<file path="src/fast_detect_pkg.sv">
// package: register map, field layout, latencies and carrier types for the fast detect block
package fast_detect_pkg;

    localparam int SAMPLE_W = 14;
    localparam int THRESH_W = 16;
    localparam int DWELL_W = 16;
    localparam int ADDR_W = 8;
    localparam int DATA_W = 8;

    // register offsets
    localparam logic [7:0] FAST_DETECT_CONTROL_ADDR = 8'h45;
    localparam logic [7:0] UPPER_THRESHOLD_LOW_ADDR = 8'h47;
    localparam logic [7:0] UPPER_THRESHOLD_HIGH_ADDR = 8'h48;
    localparam logic [7:0] LOWER_THRESHOLD_LOW_ADDR = 8'h49;
    localparam logic [7:0] LOWER_THRESHOLD_HIGH_ADDR = 8'h4A;
    localparam logic [7:0] DWELL_TIME_LOW_ADDR = 8'h4B;
    localparam logic [7:0] DWELL_TIME_HIGH_ADDR = 8'h4C;

    // field positions
    localparam int FD_ENABLE_BIT = 0;

    // values after reset
    localparam logic [7:0] CONTROL_RESET = 8'h00;
    localparam logic [15:0] UPPER_RESET = 16'h0000;
    localparam logic [15:0] LOWER_RESET = 16'h0000;
    localparam logic [15:0] DWELL_RESET = 16'h0001;

    // latencies in sample clock cycles
    localparam int FD_LATENCY = 7;
    localparam int OVR_LATENCY = 36;

    typedef struct packed {
        logic wr_en;
        logic rd_en;
        logic [ADDR_W-1:0] addr;
        logic [DATA_W-1:0] wdata;
    } reg_req_type;

    typedef struct packed {
        logic [SAMPLE_W-1:0] data;
        logic over;
    } sample_type;

    typedef struct packed {
        logic enable;
        logic [THRESH_W-1:0] upper;
        logic [THRESH_W-1:0] lower;
        logic [DWELL_W-1:0] dwell;
    } fd_cfg_type;

endpackage : fast_detect_pkg

</file>
<file path="src/fd_delay_line.sv">
// delay line: fixed-length shift pipeline for flag bits
`timescale 1ns/10ps
module fd_delay_line #(
    parameter int WIDTH = 1,
    parameter int DEPTH = 4
) (
    // clock and reset
    input wire logic clk_sys_i,
    input wire logic rst_n_i,
    // data
    input wire logic [WIDTH-1:0] din_i,
    output logic [WIDTH-1:0] dout_o
);
    logic [WIDTH-1:0] stage_q [DEPTH];

    // refuse a line that cannot hold a single stage
    if (DEPTH < 1 || WIDTH < 1) begin : g_bad_size
        $error("fd_delay_line: depth and width must be at least 1");
    end

    always_ff @(posedge clk_sys_i or negedge rst_n_i) begin
        if (!rst_n_i) begin
            for (int i = 0; i < DEPTH; i++) begin
                stage_q[i] <= '0;
            end
        end else begin
            stage_q[0] <= din_i;
            for (int i = 1; i < DEPTH; i++) begin
                stage_q[i] <= stage_q[i-1];
            end
        end
    end

    assign dout_o = stage_q[DEPTH-1];
endmodule : fd_delay_line

</file>
<file path="src/fd_regfile.sv">
// register file: byte-wide configuration registers for fast detect
`timescale 1ns/10ps
module fd_regfile (
    // clock and reset
    input wire logic clk_sys_i,
    input wire logic rst_n_i,
    // register port
    input fast_detect_pkg::reg_req_type req_i,
    output logic [7:0] rdata_o,
    output logic rvalid_o,
    // configuration out
    output fast_detect_pkg::fd_cfg_type cfg_o
);
    import fast_detect_pkg::*;

    logic [7:0] control_q;
    logic [15:0] upper_q;
    logic [15:0] lower_q;
    logic [15:0] dwell_q;
    logic [7:0] rdata_d;

    always_ff @(posedge clk_sys_i or negedge rst_n_i) begin
        if (!rst_n_i) begin
            control_q <= CONTROL_RESET;
            upper_q <= UPPER_RESET;
            lower_q <= LOWER_RESET;
            dwell_q <= DWELL_RESET;
        end else if (req_i.wr_en) begin
            case (req_i.addr)
                FAST_DETECT_CONTROL_ADDR: control_q <= req_i.wdata;
                UPPER_THRESHOLD_LOW_ADDR: upper_q[7:0] <= req_i.wdata; // see RULE7
                UPPER_THRESHOLD_HIGH_ADDR: upper_q[15:8] <= req_i.wdata; // see RULE7
                LOWER_THRESHOLD_LOW_ADDR: lower_q[7:0] <= req_i.wdata; // see RULE11
                LOWER_THRESHOLD_HIGH_ADDR: lower_q[15:8] <= req_i.wdata; // see RULE11
                DWELL_TIME_LOW_ADDR: dwell_q[7:0] <= req_i.wdata; // see RULE12
                DWELL_TIME_HIGH_ADDR: dwell_q[15:8] <= req_i.wdata; // see RULE12
                default: begin
                end
            endcase
        end
    end

    always_comb begin
        case (req_i.addr)
            FAST_DETECT_CONTROL_ADDR: rdata_d = control_q;
            UPPER_THRESHOLD_LOW_ADDR: rdata_d = upper_q[7:0];
            UPPER_THRESHOLD_HIGH_ADDR: rdata_d = upper_q[15:8];
            LOWER_THRESHOLD_LOW_ADDR: rdata_d = lower_q[7:0];
            LOWER_THRESHOLD_HIGH_ADDR: rdata_d = lower_q[15:8];
            DWELL_TIME_LOW_ADDR: rdata_d = dwell_q[7:0];
            DWELL_TIME_HIGH_ADDR: rdata_d = dwell_q[15:8];
            default: rdata_d = 8'h00;
        endcase
    end

    always_ff @(posedge clk_sys_i or negedge rst_n_i) begin
        if (!rst_n_i) begin
            rdata_o <= 8'h00;
            rvalid_o <= 1'b0;
        end else begin
            rvalid_o <= req_i.rd_en;
            if (req_i.rd_en) begin
                rdata_o <= rdata_d;
            end
        end
    end

    assign cfg_o.enable = control_q[FD_ENABLE_BIT];
    assign cfg_o.upper = upper_q;
    assign cfg_o.lower = lower_q;
    // a dwell of zero is served as one cycle
    assign cfg_o.dwell = (dwell_q == 16'h0000) ? 16'h0001 : dwell_q; // see RULE12
endmodule : fd_regfile

</file>
<file path="src/adc_overrange_fast_detect.sv">
// top: fast threshold detection and overrange flag on the converter output samples
// What this block does
// RULE1: detection runs only while control bit 0 set
// RULE2: flag set when magnitude exceeds upper threshold
// RULE3: flag low while signal below threshold
// RULE4: compare magnitude only, sign ignored
// RULE5: compare converter output sample, not analogue input
// RULE6: upper crossing shows on flag after seven cycles
// RULE7: thresholds programmed through four byte registers
// RULE8: overrange flag follows converter overrange
// RULE9: overrange flag appears 36 cycles after event
// RULE10: flag clears after dwell below lower threshold
// RULE11: lower threshold is 16 bits, two bytes
// RULE12: dwell programmable 1 to 65535 cycles
// RULE13: both flags registered, low after reset
`timescale 1ns/10ps
module adc_overrange_fast_detect (
    // clock and reset
    input wire logic clk_sys_i,
    input wire logic rst_n_i,
    // converter core output, one sample per clock
    input fast_detect_pkg::sample_type sample_i,
    // configuration register port
    input fast_detect_pkg::reg_req_type reg_req_i,
    output logic [7:0] reg_rdata_o,
    output logic reg_rvalid_o,
    // flags to gain control logic
    output logic fast_detect_flag_o,
    output logic overrange_flag_o
);
    import fast_detect_pkg::*;

    typedef enum logic [1:0] {
        FD_IDLE = 2'b00,
        FD_HIGH = 2'b01,
        FD_DWELL = 2'b10
    } fd_state_type;

    fd_cfg_type cfg;
    fd_state_type state_q;
    fd_state_type state_d;
    logic [15:0] mag_q;
    logic [DWELL_W-1:0] dwell_cnt_q;
    logic above_upper;
    logic below_lower;
    logic fd_raw;
    logic fd_delayed;
    logic ovr_delayed;

    // two's complement sample to unsigned magnitude, widened to threshold width
    function automatic logic [15:0] magnitude(input logic [SAMPLE_W-1:0] s);
        logic [SAMPLE_W-1:0] m;
        m = s[SAMPLE_W-1] ? (~s + 1'b1) : s;
        // the most negative code wraps to itself; return its true magnitude 8192
        if (s[SAMPLE_W-1] && m[SAMPLE_W-1]) begin
            return 16'(1) << (SAMPLE_W - 1);
        end
        return 16'(m);
    endfunction : magnitude

    fd_regfile u_regfile (
        .clk_sys_i(clk_sys_i),
        .rst_n_i(rst_n_i),
        .req_i(reg_req_i),
        .rdata_o(reg_rdata_o),
        .rvalid_o(reg_rvalid_o),
        .cfg_o(cfg)
    );

    // stage 1: magnitude of the core output sample
    always_ff @(posedge clk_sys_i or negedge rst_n_i) begin
        if (!rst_n_i) begin
            mag_q <= 16'h0000;
        end else begin
            mag_q <= magnitude(sample_i.data); // see RULE4 // see RULE5
        end
    end

    assign above_upper = (mag_q > cfg.upper); // see RULE2
    assign below_lower = (mag_q < cfg.lower); // see RULE11

    // hysteresis state: set on upper crossing, clear after dwell below lower
    always_comb begin
        state_d = state_q;
        case (state_q)
            FD_IDLE: begin
                if (above_upper) begin
                    state_d = FD_HIGH; // see RULE2
                end
            end
            FD_HIGH: begin
                if (!above_upper && below_lower) begin
                    state_d = (cfg.dwell == 16'h0001) ? FD_IDLE : FD_DWELL;
                end
            end
            FD_DWELL: begin
                if (above_upper || !below_lower) begin
                    state_d = FD_HIGH; // see RULE10
                end else if (dwell_cnt_q + 16'h0001 >= cfg.dwell) begin
                    state_d = FD_IDLE; // see RULE10
                end
            end
            default: state_d = FD_IDLE;
        endcase
        if (!cfg.enable) begin
            state_d = FD_IDLE; // see RULE1
        end
    end

    always_ff @(posedge clk_sys_i or negedge rst_n_i) begin
        if (!rst_n_i) begin
            state_q <= FD_IDLE;
        end else begin
            state_q <= state_d;
        end
    end

    // dwell counter: cycles spent below the lower threshold
    always_ff @(posedge clk_sys_i or negedge rst_n_i) begin
        if (!rst_n_i) begin
            dwell_cnt_q <= '0;
        end else if (state_d == FD_DWELL && state_q == FD_DWELL) begin
            dwell_cnt_q <= dwell_cnt_q + 16'h0001; // see RULE12
        end else begin
            dwell_cnt_q <= 16'h0001;
        end
    end

    // raw flag is high from the state update; zero in FD_IDLE or while disabled
    assign fd_raw = (state_q != FD_IDLE) && cfg.enable; // see RULE3 // see RULE1

    // sample in -> mag_q -> state_q is two edges; the four-stage line and the output register add the rest of seven
    fd_delay_line #(
        .WIDTH(1),
        .DEPTH(FD_LATENCY - 3)
    ) u_fd_delay (
        .clk_sys_i(clk_sys_i),
        .rst_n_i(rst_n_i),
        .din_i(fd_raw),
        .dout_o(fd_delayed)
    ); // see RULE6

    // overrange flag: one output register closes the 36-cycle pipeline
    fd_delay_line #(
        .WIDTH(1),
        .DEPTH(OVR_LATENCY - 1)
    ) u_ovr_delay (
        .clk_sys_i(clk_sys_i),
        .rst_n_i(rst_n_i),
        .din_i(sample_i.over),
        .dout_o(ovr_delayed)
    ); // see RULE8 // see RULE9

    always_ff @(posedge clk_sys_i or negedge rst_n_i) begin
        if (!rst_n_i) begin
            fast_detect_flag_o <= 1'b0;
            overrange_flag_o <= 1'b0;
        end else begin
            fast_detect_flag_o <= fd_delayed; // see RULE13 // see RULE6
            overrange_flag_o <= ovr_delayed; // see RULE13 // see RULE9
        end
    end
endmodule : adc_overrange_fast_detect

</file>
<file path="config.mk">
export PLATFORM = sky130hd
export DESIGN_NAME = adc_overrange_fast_detect
export DESIGN_NICKNAME = d
export VERILOG_FILES = /design/src/fast_detect_pkg.sv /design/src/fd_delay_line.sv /design/src/fd_regfile.sv /design/src/adc_overrange_fast_detect.sv
export SDC_FILE = /design/constraint.sdc
export NUM_CORES = 1
export LEC_CHECK = 0
export ABC_AREA = 1
export BUFFER_PORTS_ARGS = -buffer_cell sky130_fd_sc_hd__buf_4
export CAP_MARGIN = 20
export CORE_MARGIN = 3
export CORE_UTILIZATION = 50
export CTS_BUF_LIST = sky130_fd_sc_hd__clkbuf_8
export CTS_CLUSTER_DIAMETER = 200
export DETAILED_ROUTE_END_ITERATION = 12
export GPL_TIMING_DRIVEN = 0
export PLACE_DENSITY_LB_ADDON = 0.2
export SLEW_MARGIN = 20
export SYNTH_ARGS = -nofsm -noshare
export SYNTH_HDL_FRONTEND = slang
export SYNTH_SLANG_ARGS = --single-unit
</file>
<file path="constraint.sdc">
create_clock -name clk_sys_i -period 7.6 [get_ports clk_sys_i]
set_input_delay 0.76 -clock clk_sys_i [delete_from_list [all_inputs] [get_ports clk_sys_i]]
set_output_delay 0.76 -clock clk_sys_i [all_outputs]
set_load 0.005 [all_outputs]
</file>
# Yosys cells after proc, flatten, opt, wreduce, memory -nomap -nowiden
# Cells that the tools add are included.
[op_classes] n_reduce_logical=17 n_eq_ne=11 n_addsub=2 n_lt_le_gt_ge=3 bitwise=1 mux=14
[op_table] cell="$mux W16" n=4
[op_table] cell="$eq A8 B7 Y1 const B" n=7
[op_table] cell="$pmux W8 S7" n=1
[op_table] cell="$add A16 B1 Y16 const B" n=1
[op_table] cell="$eq A16 B1 Y1 const B" n=1
[op_table] cell="$ge A16 B16 Y1" n=1
[op_table] cell="$gt A16 B16 Y1" n=1
[op_table] cell="$logic_not A16 Y1" n=1
[op_table] cell="$lt A16 B16 Y1" n=1
[op_table] cell="$add A14 B1 Y14 const B" n=1
[op_table] cell="$mux W14" n=1
[op_table] cell="$not A14 Y14" n=1
[op_table] cell="$reduce_and A2 Y1" n=7
[op_table] cell="$mux W2" n=6
[op_table] cell="$pmux W2 S3" n=1
[op_table] cell="$eq A2 B2 Y1 const B" n=2
[op_table] cell="$logic_and A1 B1 Y1" n=4
[op_table] cell="$eq A2 B1 Y1 const B" n=1
[op_table] cell="$logic_not A1 Y1" n=2
[op_table] cell="$logic_not A2 Y1" n=1
[op_table] cell="$reduce_bool A2 Y1" n=1
[op_table] cell="$logic_or A1 B1 Y1" n=1
[op_table] cell="$mux W1" n=1
[totals] out_inout_bits=11 elab_cells=101 regBits=140 in_bits=35

# Depth between registers and ports, before layout
# Gate-level depths: netlist of run 1.
[logic_depth] ltp_word=10 depth_mapped=21 ltp_nobuf=20

# Hierarchy
# Synthesis of run 1 repeated with hierarchy kept, for this count alone.
[unflattened] cells_unflattened=851 area_unflattened_um2=7248.2
[by_module_without_submodules] module="fd_regfile" instances=1 cells_each=396 area_each_um2=3314.4 seq_area_each_um2=1627.8
[by_module_without_submodules] module="adc_overrange_fast_detect" instances=1 cells_each=416 area_each_um2=2957.8 seq_area_each_um2=850.8
[by_module_without_submodules] module="fd_delay_line at u_ovr_delay" instances=1 cells_each=35 area_each_um2=875.8 seq_area_each_um2=875.8
[by_module_without_submodules] module="fd_delay_line at u_fd_delay" instances=1 cells_each=4 area_each_um2=100.1 seq_area_each_um2=100.1

# Worst setup path before layout of run 1
# No wires, ideal clock.
[synth_path] kind="register to register" from="reg dwell_cnt_q[0]" to="reg dwell_cnt_q[12]" required_ps=7531 stages_incl_launch_ff=21 synth_period_minus_slack_ps=2558 setup_slack_ps=5042 n_path_buf=1 arrival_time_ps=2489 setup_ps=69 cell_sequence="dfrtp_1 ha_1 nand2_1 nor2_2 nand3_2 nor2_4 nand3_4 nor2_4 xor2_1 inv_1 ha_1 nand2_1 inv_1 o21ai_0 nand3_1 nor2_1 nand2_1 nand2_1 nand3_4 buf_6 nor2_2"
[synth_via] elab_chain_len=9
[synth_lines] item="start, declared" line="adc_overrange_fast_detect.sv:43" rtl="logic [DWELL_W-1:0] dwell_cnt_q;"
[synth_lines] item="start signal, assigned" line="adc_overrange_fast_detect.sv:123" rtl="dwell_cnt_q <= dwell_cnt_q + 16'h0001;"
[synth_lines] item="$add A16 B1 Y16 (*)" line="adc_overrange_fast_detect.sv:99, adc_overrange_fast_detect.sv:123"
[synth_lines] item="$ge A16 B16 Y1" line="adc_overrange_fast_detect.sv:99" rtl="end else if (dwell_cnt_q + 16'h0001 >= cfg.dwell) begin"
[synth_lines] item="$mux W2" line="adc_overrange_fast_detect.sv:99"
[synth_lines] item="$mux W2" line="adc_overrange_fast_detect.sv:97" rtl="if (above_upper || !below_lower) begin"
[synth_lines] item="$pmux W2 S3" line="adc_overrange_fast_detect.sv:85" rtl="case (state_q)"
[synth_lines] item="$mux W2" line="adc_overrange_fast_detect.sv:105" rtl="if (!cfg.enable) begin"
[synth_lines] item="$eq A2 B2 Y1" line="adc_overrange_fast_detect.sv:122" rtl="end else if (state_d == FD_DWELL && state_q == FD_DWELL) begin"
[synth_lines] item="$logic_and A1 B1 Y1" line="adc_overrange_fast_detect.sv:122"
[synth_lines] item="$mux W16 (*)" line="adc_overrange_fast_detect.sv:122"
# Every way passes the cells marked *; elsewhere a longest branch is shown, timed or not.
# A chain may end at the register's enable or synchronous reset.

# Worst setup path in the final report of run 1
[layout_path] from="reg dwell_cnt_q[0]" to="reg dwell_cnt_q[6]"
# The elaborated chain is that of the path after synthesis.

==> flow_summary.json, run 1 <==
{
  "outcome": "complete, no violations",
  "synth_top_area_share_pct": 50.02,
  "gp_congestion": 0.8896,
  "worst_pin_slew_ns": 0.5407,
  "cts_tree": "built",
  "fin_tns_setup_ns": 0,
  "wire_per_inst_um": 15.38,
  "die_h_um": 123.1,
  "cp.arrival_ns": 3.37,
  "yosys-top-cells-area": "dfrtp_1 50%, nand2_1 9.2%, ha_1 8.2%",
  "finalHoldViolCount": 0,
  "grt_pass1_vias": 5244,
  "r2r_slack_ns": 4.62,
  "layout-drive-gt1-share_pct": 15.64,
  "syn_inst": 769,
  "area_growth_pct": 14.42,
  "routed_wl_um": 15690,
  "antenna_found_initial": 0,
  "dpl_cell_area_um2": 7440,
  "utilization_pct": 58.76,
  "crit_type": "flop to flop",
  "num_vias": 5289,
  "rows": 42,
  "critPathLaunchType": "flop",
  "critPathMaxFanout": 10,
  "fin_nets": 913,
  "cts.sinks": 138,
  "fmax_mhz": 335.5,
  "powerDensity_nw_per_um2": 199.1,
  "timing.final.crit_share_pct": 39.22,
  "relSlewSlack_pct": 63.68,
  "coreArea_um2": 13350,
  "portBuffers": 44,
  "fillers": 1197,
  "reg2regPathDepth": 20,
  "irDropWorstVdd_mv": 0.1197,
  "avgSynthCellArea_um2": 8.913,
  "met2_usage_pct": 38.06,
  "clock_latency_ns": 0.45,
  "final_area_um2": 7843,
  "drc": 0,
  "final_max_slew_viol_count": 0,
  "setup.worst_path.end_class": "flop",
  "postCtsSetupBuffers": 0,
  "synth_fp_nets": 849,
  "async_flop_share_pct": 100.0,
  "ys_types": 46,
  "dr.pass1.iters": 5,
  "fin_skew_ns": 0.01065,
  "ys.flop_type": "dfrtp_1",
  "top_usage_layer": "met2",
  "vias_per_cell": 5.185,
  "grt_max_degree": 75,
  "die_w_um": 123.1,
  "rsz0062_at_grt": "no",
  "ctsHoldBuffers": 0,
  "grt_first_pass_wirelength_um": 26070,
  "antennaDiodeCount": 0,
  "syn_area_um2": 6854,
  "grt_use_met1_pct": 29.40,
  "critical_path_required_ns": 7.99,
  "ys_seq_area_share_pct": 50.40,
  "clockBufferDepth": 2,
  "cts-buffers-inserted": 17,
  "drtIter0Drc": 397,
  "root_buffer": "clkbuf_8",
  "ioPinCount": 46,
  "yosysWarningCount": 0,
  "maxCapViolCount": 0,
  "die_area_um2": 15150,
  "setup_violations": 0,
  "power.leakage_uw": 0.003814,
  "synth-edff-count": 0,
  "grt_util_met3_pct": 4.529,
  "min_path_type": "input port to asynchronous set/reset pin",
  "period_minus_slack_ns": 2.981,
  "floorplan.initialDensity_pct": 51.35,
  "grt_use_total_pct": 22.72,
  "dp_hpwl_um": 11920,
  "cts_resized": 0,
  "yosysTopAreaCell": "dfrtp_1",
  "cts_max_level": 4,
  "drtAntennaViolNets": 0,
  "cts.reportedPaths.clkPinSlew_ns": 0.08,
  "synth-seq-cells": 138,
  "grt-ovfl-total": 0
}
layout make-up:
cell class	instances	area (um2)	share of cell area (%)
inverters	124	465.4	5.935
repair buffers	45	365.4	4.659
flip-flops and latches	138	3455	44.05
clock buffers	20	275.3	3.510
clock inverters	10	127.6	1.627
multi-input cells	495	2853	36.38
plain buffers	12	81.33	1.037
well taps	176	220.2	2.808
metal layers:
metal	vias to the layer above	wire, um
li1	2596	-
met1	2531	6667
met2	134	7786
met3	28	908
met4	0	325
met5	-	0
power by group:
| group | total [uW] | internal, uW | switching, uW |
|---|---|---|---|
| logic | 164 | 63.5 | 101 |
| registers | 784 | 766 | 18.5 |
| clock network | 613 | 343 | 270 |
Yosys cell counts, types with 3 or more instances:
master / number
nor4_1: 6
inv_1: 118
nor2_1: 62
dfrtp_1: 137
buf_2: 5
ha_1: 45
o21ai_0: 40
clkbuf_1: 3
nor3_2: 3
nand4_1: 6
xor2_1: 14
nor3_1: 3
nand2_1: 168
nor2_4: 4
o21ai_2: 7
nor2_2: 13
nand3_2: 3
a21o_1: 3
a21oi_1: 27
o22ai_1: 20
xnor2_1: 4
inv_2: 5
nand3_1: 22
nand2_2: 4
o21ai_1: 18
buf_6: 4
per-stage QoR:
stage | hold slack (ns) | total power (uW) | std cells | setup slack, ns
6_report | 0.2138 | 1561 | 1020 | 4.619
5_1_grt | 0.2510 | 1639 | 1020 | 4.284
4_1_cts | 0.2443 | 1574 | 1020 | 4.542
3_5_place_dp | 0.3347 | 963.1 | 990 | 4.573
3_3_place_gp | 0.3327 | 950.4 | 989 | 4.652
2_1_floorplan | 0.3312 | 890.1 | 769 | 5.042
registers in the layout, summed over array words and instances, names as in the netlist:
signal               cells
u_regfile.rdata_o        8
fast_detect_flag_o       1
overrange_flag_o         1
u_ovr_delay.dout_o       1
dwell_cnt_q             16
u_regfile.lower_q       16
u_regfile.rvalid_o       1
mag_q                   14
u_regfile.upper_q       16
u_fd_delay.stage_q       3
u_ovr_delay.stage_q     34
u_regfile.control_q      8
state_q                  2
u_fd_delay.dout_o        1
u_regfile.dwell_q       16
cell families after synthesis:
group                      after synthesis  synth area share, %
DFF                                    138                50.40
buffers and inverters                  136                7.977
AOI/OAI and AO/OA                      123                10.15
and+or+nand+nor                        308                20.72
adders and majority gates               45                8.215
xor gates and xnor gates                19                2.537
cells in the final DEF, fill, tap and decap left out, types with 14 or more instances in the layout:
master	count
o22ai_1	20
xor2_1	14
a21oi_1	27
inv_1	121
o21ai_1	18
nand2_1	168
ha_1	45
o21ai_0	40
clkbuf_8	20
nand3_1	22
nor2_1	62
dfrtp_1	137
buf_4	43
critical path, stage by stage, from the launching register on:
cell	delay, ns
dfrtp_1	0.44
ha_1	0.22
nand2_1	0.07
nor2_2	0.13
nand3_2	0.12
nor2_4	0.15
nand3_4	0.10
nor2_4	0.11
xor2_1	0.25
inv_1	0.07
ha_1	0.20
nand2_1	0.06
inv_1	0.03
o21ai_0	0.14
nand3_1	0.09
nor2_1	0.12
nand2_1	0.09
nand2_1	0.14
nand3_4	0.13
buf_6	0.18
nor2_2	0.07
path summary, 6_finish.rpt:
path / startpoint / endpoint
setup / recovery: dwell_cnt_q[0] / dwell_cnt_q[6]
hold / removal: rst_n_i / dwell_cnt_q[13]
setup reg to reg: dwell_cnt_q[0] / dwell_cnt_q[6]
hold reg to reg: u_ovr_delay.stage_q[3] / u_ovr_delay.stage_q[2]
min in group clk_sys_i: u_ovr_delay.stage_q[3] / u_ovr_delay.stage_q[2]
max in group asynchronous: rst_n_i / mag_q[2]
No activity file was read; power rests on OpenSTA's default activity.
==> inputs of run 2 (changes only) <==
Settings changed: ABC_AREA 1 to 0.
Clock period 7.6 ns to 2.4 ns, I/O delays scaled along.
==> run 2 against run 1 <==
  * The run now ends with setup timing left
  * Design area up 0.48%
  * Synthesized cell count down 24%
  * Global-route usage down 0.57 points
  * Utilization up 2.9 points
  * Flip-flop and latch count unchanged
  * Register-to-register slack worse by 5.2 ns
  * Critical endpoint is now dwell_cnt_q[0]
==> flow_summary.json, run 2 <==
{
  "outcome": "finished with violations",
  "violations": "setup timing",
  "irDropWorstVdd_mv": 0.3656,
  "grt_pass1_vias": 4853,
  "fillers": 1028,
  "yosys-top-cells-area": "dfrtp_1 52%, ha_1 8.5%, mux2_2 8.2%",
  "final_max_slew_viol_count": 0,
  "power.leakage_uw": 0.003636,
  "layout.cells.non_filler": 858,
  "grt_use_total_pct": 22.14,
  "drtIter0Drc": 294,
  "coreArea_um2": 12770,
  "crit_path_top_delay_cell": "or4b_1",
  "grt-ovfl-total": 0,
  "reg2regPathDepth": 12,
  "fin_nets": 753,
  "ys_seq_area_share_pct": 52.44,
  "grt_max_degree": 90,
  "worst-path-stages": 12,
  "critPathMaxFanout": 7,
  "final_common_cell": "dfrtp_1",
  "routed_wl_um": 14980,
  "multi_input_area_um2": 3015,
  "clockBufferDepth": 2,
  "cts_tree": "built",
  "vias_per_cell": 5.555,
  "largest_register_ffs": 34,
  "fmax_mhz": 336.6,
  "internal-power_uw": 3471,
  "path_delay_family": "simple AND/OR/NAND/NOR gates",
  "worst_pin_slew_ns": 0.5694,
  "maxCapViolCount": 0,
  "synth_top_area_share_pct": 52.04,
  "die_w_um": 120.8,
  "ioPinCount": 46,
  "top_usage_layer": "met2",
  "cts.reportedPaths.clkPinSlew_ns": 0.08,
  "cts-buffers-inserted": 17,
  "period_minus_slack_ns": 2.971,
  "ys_types": 56,
  "cts_max_level": 4,
  "antenna_found_initial": 0,
  "hold_path_depth": 2,
  "antennaDiodeCount": 0,
  "largest_register": "u_ovr_delay.stage_q",
  "seq_area_um2": 3457,
  "die_area_um2": 14590,
  "num_vias": 4766,
  "setup_violations": 17,
  "crit_type": "flop to flop",
  "layout_setup_ws_ns": -0.5706,
  "timing.final.crit_share_pct": 123.8,
  "critPathMaxStageDelay_ns": 0.52,
  "path_cells": "nand4_1 > nor2_2 > nand2_1 > xnor2_2 > ha_1 > a21o_1 > nand3_2 > a21oi_1 > or4b_1 > o21a_1 > buf_6 > or3_1",
  "worst-path-buf-inv": 1,
  "power_frac_comb_pct": 10.9,
  "grt_first_pass_wirelength_um": 24810,
  "synth-edff-count": 0,
  "area_growth_pct": 19.62,
  "synth_fp_nets": 668,
  "power.switching_uw": 1246,
  "timing.rr.start": "dwell_cnt_q[0]",
  "gp_congestion": 0.8899,
  "worstReg2RegEnd": "dwell_cnt_q[0]",
  "dp_hpwl_um": 10850,
  "final_cell_mix": "135 x dfrtp_1, 57 x nand2_1, 55 x inv_1, 55 x buf_4, 48 x mux2_2",
  "synth.most_common_cell": "dfrtp_1",
  "layout-drive-gt1-share_pct": 27.55,
  "met2_usage_pct": 34.75,
  "yosysTopAreaCell": "dfrtp_1",
  "pwr-share-clk_pct": 35.8,
  "post-place-ws_ns": -0.6546,
  "syn_area_um2": 6588,
  "drtAntennaViolNets": 0,
  "die_h_um": 120.8,
  "fin_skew_ns": 0.01088,
  "synth-seq-cells": 138,
  "floorplan.initialDensity_pct": 51.57,
  "hp-start": "sample_i[8]",
  "drc": 0,
  "wire_per_inst_um": 17.46,
  "min_to": "mag_q[7]",
  "synth_common_cells": "137 x dfrtp_1, 57 x nand2_1, 54 x inv_1, 48 x mux2_2, 45 x ha_1",
  "grt_util_met3_pct": 5.519,
  "powerDensity_nw_per_um2": 598.6,
  "pwr-share-seq_pct": 53.3,
  "root_buffer": "clkbuf_8",
  "portBuffers": 43,
  "place_inst": 804,
  "yosysWarningCount": 0,
  "dr.pass1.iters": 6,
  "avgSynthCellArea_um2": 11.20,
  "cp.arrival_ns": 3.30,
  "min_path_type": "input port to flop",
  "setup.worst_path.end_class": "flop",
  "critical_path_required_ns": 2.73,
  "r2r_slack_ns": -0.57,
  "switching_share_pct": 26.41,
  "rsz0062_at_grt": "yes",
  "grt_use_met1_pct": 30.39,
  "relSlewSlack_pct": 61.81,
  "finalHoldViolCount": 0,
  "clock_latency_ns": 0.45,
  "rows": 41,
  "ys.flop_type": "dfrtp_1",
  "async_flop_share_pct": 100.0,
  "syn_inst": 588,
  "critPathLaunchType": "flop",
  "cts.sinks": 138
}
## run 2: changes by cell type after synthesis, moves of 17 or more
cell / change
nor2_1: -34
mux2_2: +48
inv_1: -64
o21ai_1: -17
nand2_1: -111
nor3_1: +20
## run 2: what timing repair did
| item | in CTS | in global routing |
|---|---|---|
| buffers inserted | 12 | 1 |
| resized for setup | 18 | 1 |
| setup endpoints to repair | 17 | 17 |
| hold buffers | 9 | 0 |
| pin swaps | 16 | 2 |
| endpoints found under the hold margin | 57 | 0 |
## run 2: cell families (layout without fill, tap and decap cells)
family,after synthesis,after routing,share of synthesized area (%)
muxes,51,51,8.870
adders and majority gates,45,45,8.547
AOI/OAI and AO/OA,92,92,9.288
DFF,138,138,52.44
xor gates and xnor gates,24,24,3.191
and+or+nand+nor,169,169,13.39
buffers and inverters,69,167,4.274
## run 2: per-layer routing
layer / up-vias / wire length (um)
li1: 2249 / -
met1: 2342 / 6671
met2: 140 / 7036
met3: 35 / 916
met4: 0 / 357
met5: - / 0
## run 2: worst max path at each step
stage | from | to | slack (ns)
final | dwell_cnt_q[0] | dwell_cnt_q[0] | -0.57
after floorplan | dwell_cnt_q[2] | dwell_cnt_q[0] | -0.38
after global routing | dwell_cnt_q[4] | dwell_cnt_q[0] | -0.68
after CTS | dwell_cnt_q[0] | dwell_cnt_q[0] | -0.49
after global placement | dwell_cnt_q[0] | dwell_cnt_q[0] | -0.63
after detailed placement | dwell_cnt_q[2] | dwell_cnt_q[0] | -0.65
## run 2: power groups by stage
stage	Combinational [uW]	Sequential, uW	Clock [uW]
floorplan	289	2520	0
global placement	459	2560	0
detailed placement	495	2560	0
CTS	517	2510	1720
global route	582	2530	1850
finish	514	2520	1690
## run 2: layout make-up
class	instances	area share, %
Buffer	15	1.048
Clock buffer	21	3.668
Clock inverter	11	0.9209
Inverter	54	2.572
Multi-Input combinational cell	381	38.27
Sequential cell	138	43.87
Tap cell	172	2.731
Timing Repair Buffer	66	6.923
## run 2: per-stage QoR
| step | instance area (um2) | util (%) | hold slack [ns] | power [uW] | setup TNS (ns) |
|---|---|---|---|---|---|
| final | 7880 | 61.69 | 0.04900 | 4717 | -8.285 |
| after global routing | 7880 | 61.69 | 0.03111 | 4955 | -10.59 |
| after CTS | 7860 | 61.53 | 0.03130 | 4753 | -6.954 |
| after detailed placement | 7231 | 56.61 | 0.1669 | 3053 | -9.603 |
| after global placement | 7196 | 56.33 | 0.3345 | 3014 | -9.138 |
| after floorplan | 6658 | - | -0.05559 | 2810 | -4.505 |
==> inputs of run 3 (changes only) <==
Settings changed: ABC_AREA 0 to 1, GPL_TIMING_DRIVEN 0 to default, MAX_ROUTING_LAYER from default to met4.
==> run 3 against run 2 <==
  * The flow still finishes with violations (setup timing)
  * Sequential power fell by 2%
  * Combinational power rose by 4.9%
  * Critical path depth rose by 7
  * Clock-buffer cell count fell by 1
  * Die area rose by 3.8%
  * Utilization barely moved
  * Largest power group unchanged
  * Worst hold slack got worse by 0.0085 ns
  * Critical endpoint is now dwell_cnt_q[2]
==> flow_summary.json, run 3 (synthesis gave the netlist of run 1 again) <==
{
  "ioPinCount": 46,
  "period_minus_slack_ns": 2.621,
  "crit_path_top_delay_cell": "dfrtp_1",
  "final_common_cell": "nand2_1",
  "setup.worst_path.end_class": "flop",
  "cp.arrival_ns": 3.00,
  "layout-drive-gt1-share_pct": 21.18,
  "worstReg2RegEnd": "dwell_cnt_q[2]",
  "switching_share_pct": 26.43,
  "rows": 42,
  "root_buffer": "clkbuf_8",
  "r2r_slack_ns": -0.22,
  "grt_use_total_pct": 23.41,
  "violations": "setup timing",
  "utilization_pct": 61.71,
  "crit_type": "flop to flop",
  "final_area_um2": 8237,
  "critPathMaxStageDelay_ns": 0.36,
  "setup_violations": 17,
  "crit_path_start": "dwell_cnt_q[0]",
  "fin_nets": 951,
  "area_growth_pct": 20.17,
  "coreArea_um2": 13350,
  "cts_max_level": 4,
  "pwr-share-clk_pct": 37.0,
  "min_path_type": "input port to flop",
  "finalHoldViolCount": 0,
  "vias_per_cell": 5.152,
  "portBuffers": 45,
  "pwr-share-seq_pct": 51.7,
  "final_max_slew_viol_count": 0,
  "power.switching_uw": 1267,
  "largest_register_ffs": 34,
  "floorplan.initialDensity_pct": 51.35,
  "dr.pass1.iters": 5,
  "reg2regPathDepth": 19,
  "grt_pass1_vias": 5284,
  "wire_per_inst_um": 15.05,
  "fillers": 1187,
  "rsz0062_at_grt": "yes",
  "drtAntennaViolNets": 0,
  "dp_hpwl_um": 11750,
  "gp_congestion": 0.9848,
  "critPathMaxFanout": 8,
  "fmax_mhz": 381.6,
  "outcome": "finished with violations",
  "antennaDiodeCount": 0,
  "num_vias": 5456,
  "final_cell_mix": "164 x nand2_1, 137 x dfrtp_1, 117 x inv_1, 83 x buf_4, 58 x nor2_1",
  "die_h_um": 123.1,
  "cts-buffers-inserted": 17,
  "power_frac_comb_pct": 11.2,
  "relSlewSlack_pct": 63.46,
  "irDropWorstVdd_mv": 0.4010,
  "fin_skew_ns": 0.008918,
  "antenna_found_initial": 0,
  "cts.sinks": 138,
  "critical_path_required_ns": 2.78,
  "power.leakage_uw": 0.004000,
  "cts.reportedPaths.clkPinSlew_ns": 0.07,
  "die_area_um2": 15150,
  "layout_setup_ws_ns": -0.2206,
  "grt-ovfl-total": 0,
  "fin_tns_setup_ns": -3.291,
  "path_cells": "ha_2 > nand2_2 > nor2_4 > nand3_4 > nor2_4 > nand3_4 > nor2_4 > nand2_2 > xor2_2 > ha_1 > nand2_1 > inv_2 > o21ai_1 > nand3_1 > nor2_1 > nand2_2 > nand2_4 > nand3_4 > nor2_1",
  "dpl_cell_area_um2": 7630,
  "drtIter0Drc": 336,
  "largest_register": "u_ovr_delay.stage_q",
  "clockBufferDepth": 2,
  "drc": 0,
  "post-place-ws_ns": -0.2753,
  "die_w_um": 123.1,
  "cts_tree": "built",
  "grt_first_pass_wirelength_um": 26050,
  "crit_path_end": "dwell_cnt_q[2]",
  "powerDensity_nw_per_um2": 581.8,
  "grt_max_degree": 61,
  "timing.final.crit_share_pct": 109.2,
  "maxCapViolCount": 0,
  "clock_latency_ns": 0.45,
  "worst_pin_slew_ns": 0.5464,
  "hold_path_depth": 3,
  "timing.rr.start": "dwell_cnt_q[0]",
  "internal-power_uw": 3525,
  "routed_wl_um": 15940,
  "critPathLaunchType": "flop"
}
[run 3: cell count changes in the layout (fill, tap and decap cells not counted), sizes merged, moves of 7 or more]
cell    previous run  this run
a22oi              8         1
nand2             61       173
nand3             12        28
a221oi             7         0
o22ai              8        20
mux2              49         0
o21ai             25        65
xnor2             14         4
a21oi             19        28
inv               55       126
nor3              27         6
a221o              7         0
buf               67        87
nor2              29        79
[run 3: worst min path at each step]
stage | start | end | slack (ns)
floorplan | rst_n_i | dwell_cnt_q[0] | -0.06
global placement | rst_n_i | dwell_cnt_q[13] | 0.22
detailed placement | rst_n_i | dwell_cnt_q[8] | 0.22
CTS | sample_i[6] | mag_q[5] | 0.004
global route | sample_i[6] | mag_q[5] | 0.02
finish | sample_i[12] | mag_q[11] | 0.04
[run 3: repair_timing]
action / in CTS / in global routing
setup endpoints to repair: 17 / 17
gates resized for setup: 16 / 9
gates cloned: 1 / 0
hold buffers: 7 / 0
pin swaps: 19 / 13
setup buffers: 5 / 1
endpoints found under the hold margin: 57 / 0
[run 3: power groups by stage]
stage | sequential (uW) | combinational [uW] | clock [uW]
global placement | 2520 | 495 | 0
floorplan | 2510 | 314 | 0
CTS | 2480 | 539 | 1820
detailed placement | 2520 | 520 | 0
global route | 2490 | 615 | 1930
finish | 2480 | 539 | 1770
[run 3: layer usage]
layer,vias up,GRT usage [%],part of all wire (%)
met5,-,-,0
met1,2616,30.17,44
met2,152,36.66,48
met3,25,5.398,5.3
li1,2663,-,-
met4,0,8.304,2.1
[run 3: cell type report]
cell class	count	area, um2	share of cell area (%)
sequential	138	3455	41.94
tap	176	220.2	2.674
clock inverter	11	96.34	1.170
inverter	124	465.4	5.651
clock buffer	20	275.3	3.342
timing repair buffer	94	747.0	9.069
multi-input combinational	496	2978	36.15
[run 3: worst max-delay path: cells and delay by family (launching register included)]
kind | cells | cell delay, ns
AOI/OAI and AO/OA | 1 | 0.07
xor gates and xnor gates | 1 | 0.16
adders and majority gates | 2 | 0.46
buffers and inverters | 1 | 0.04
DFF | 1 | 0.36
and+or+nand+nor | 14 | 1.45
[run 3: per-stage QoR]
| stage | power (uW) | hold WS (ns) | instances |
|---|---|---|---|
| CTS | 4843 | 0.004302 | 1058 |
| finish | 4792 | 0.04055 | 1059 |
| detailed placement | 3044 | 0.2248 | 1014 |
| global placement | 3018 | 0.2185 | 1014 |
| floorplan | 2819 | -0.05559 | 769 |
| global route | 5035 | 0.02184 | 1059 |
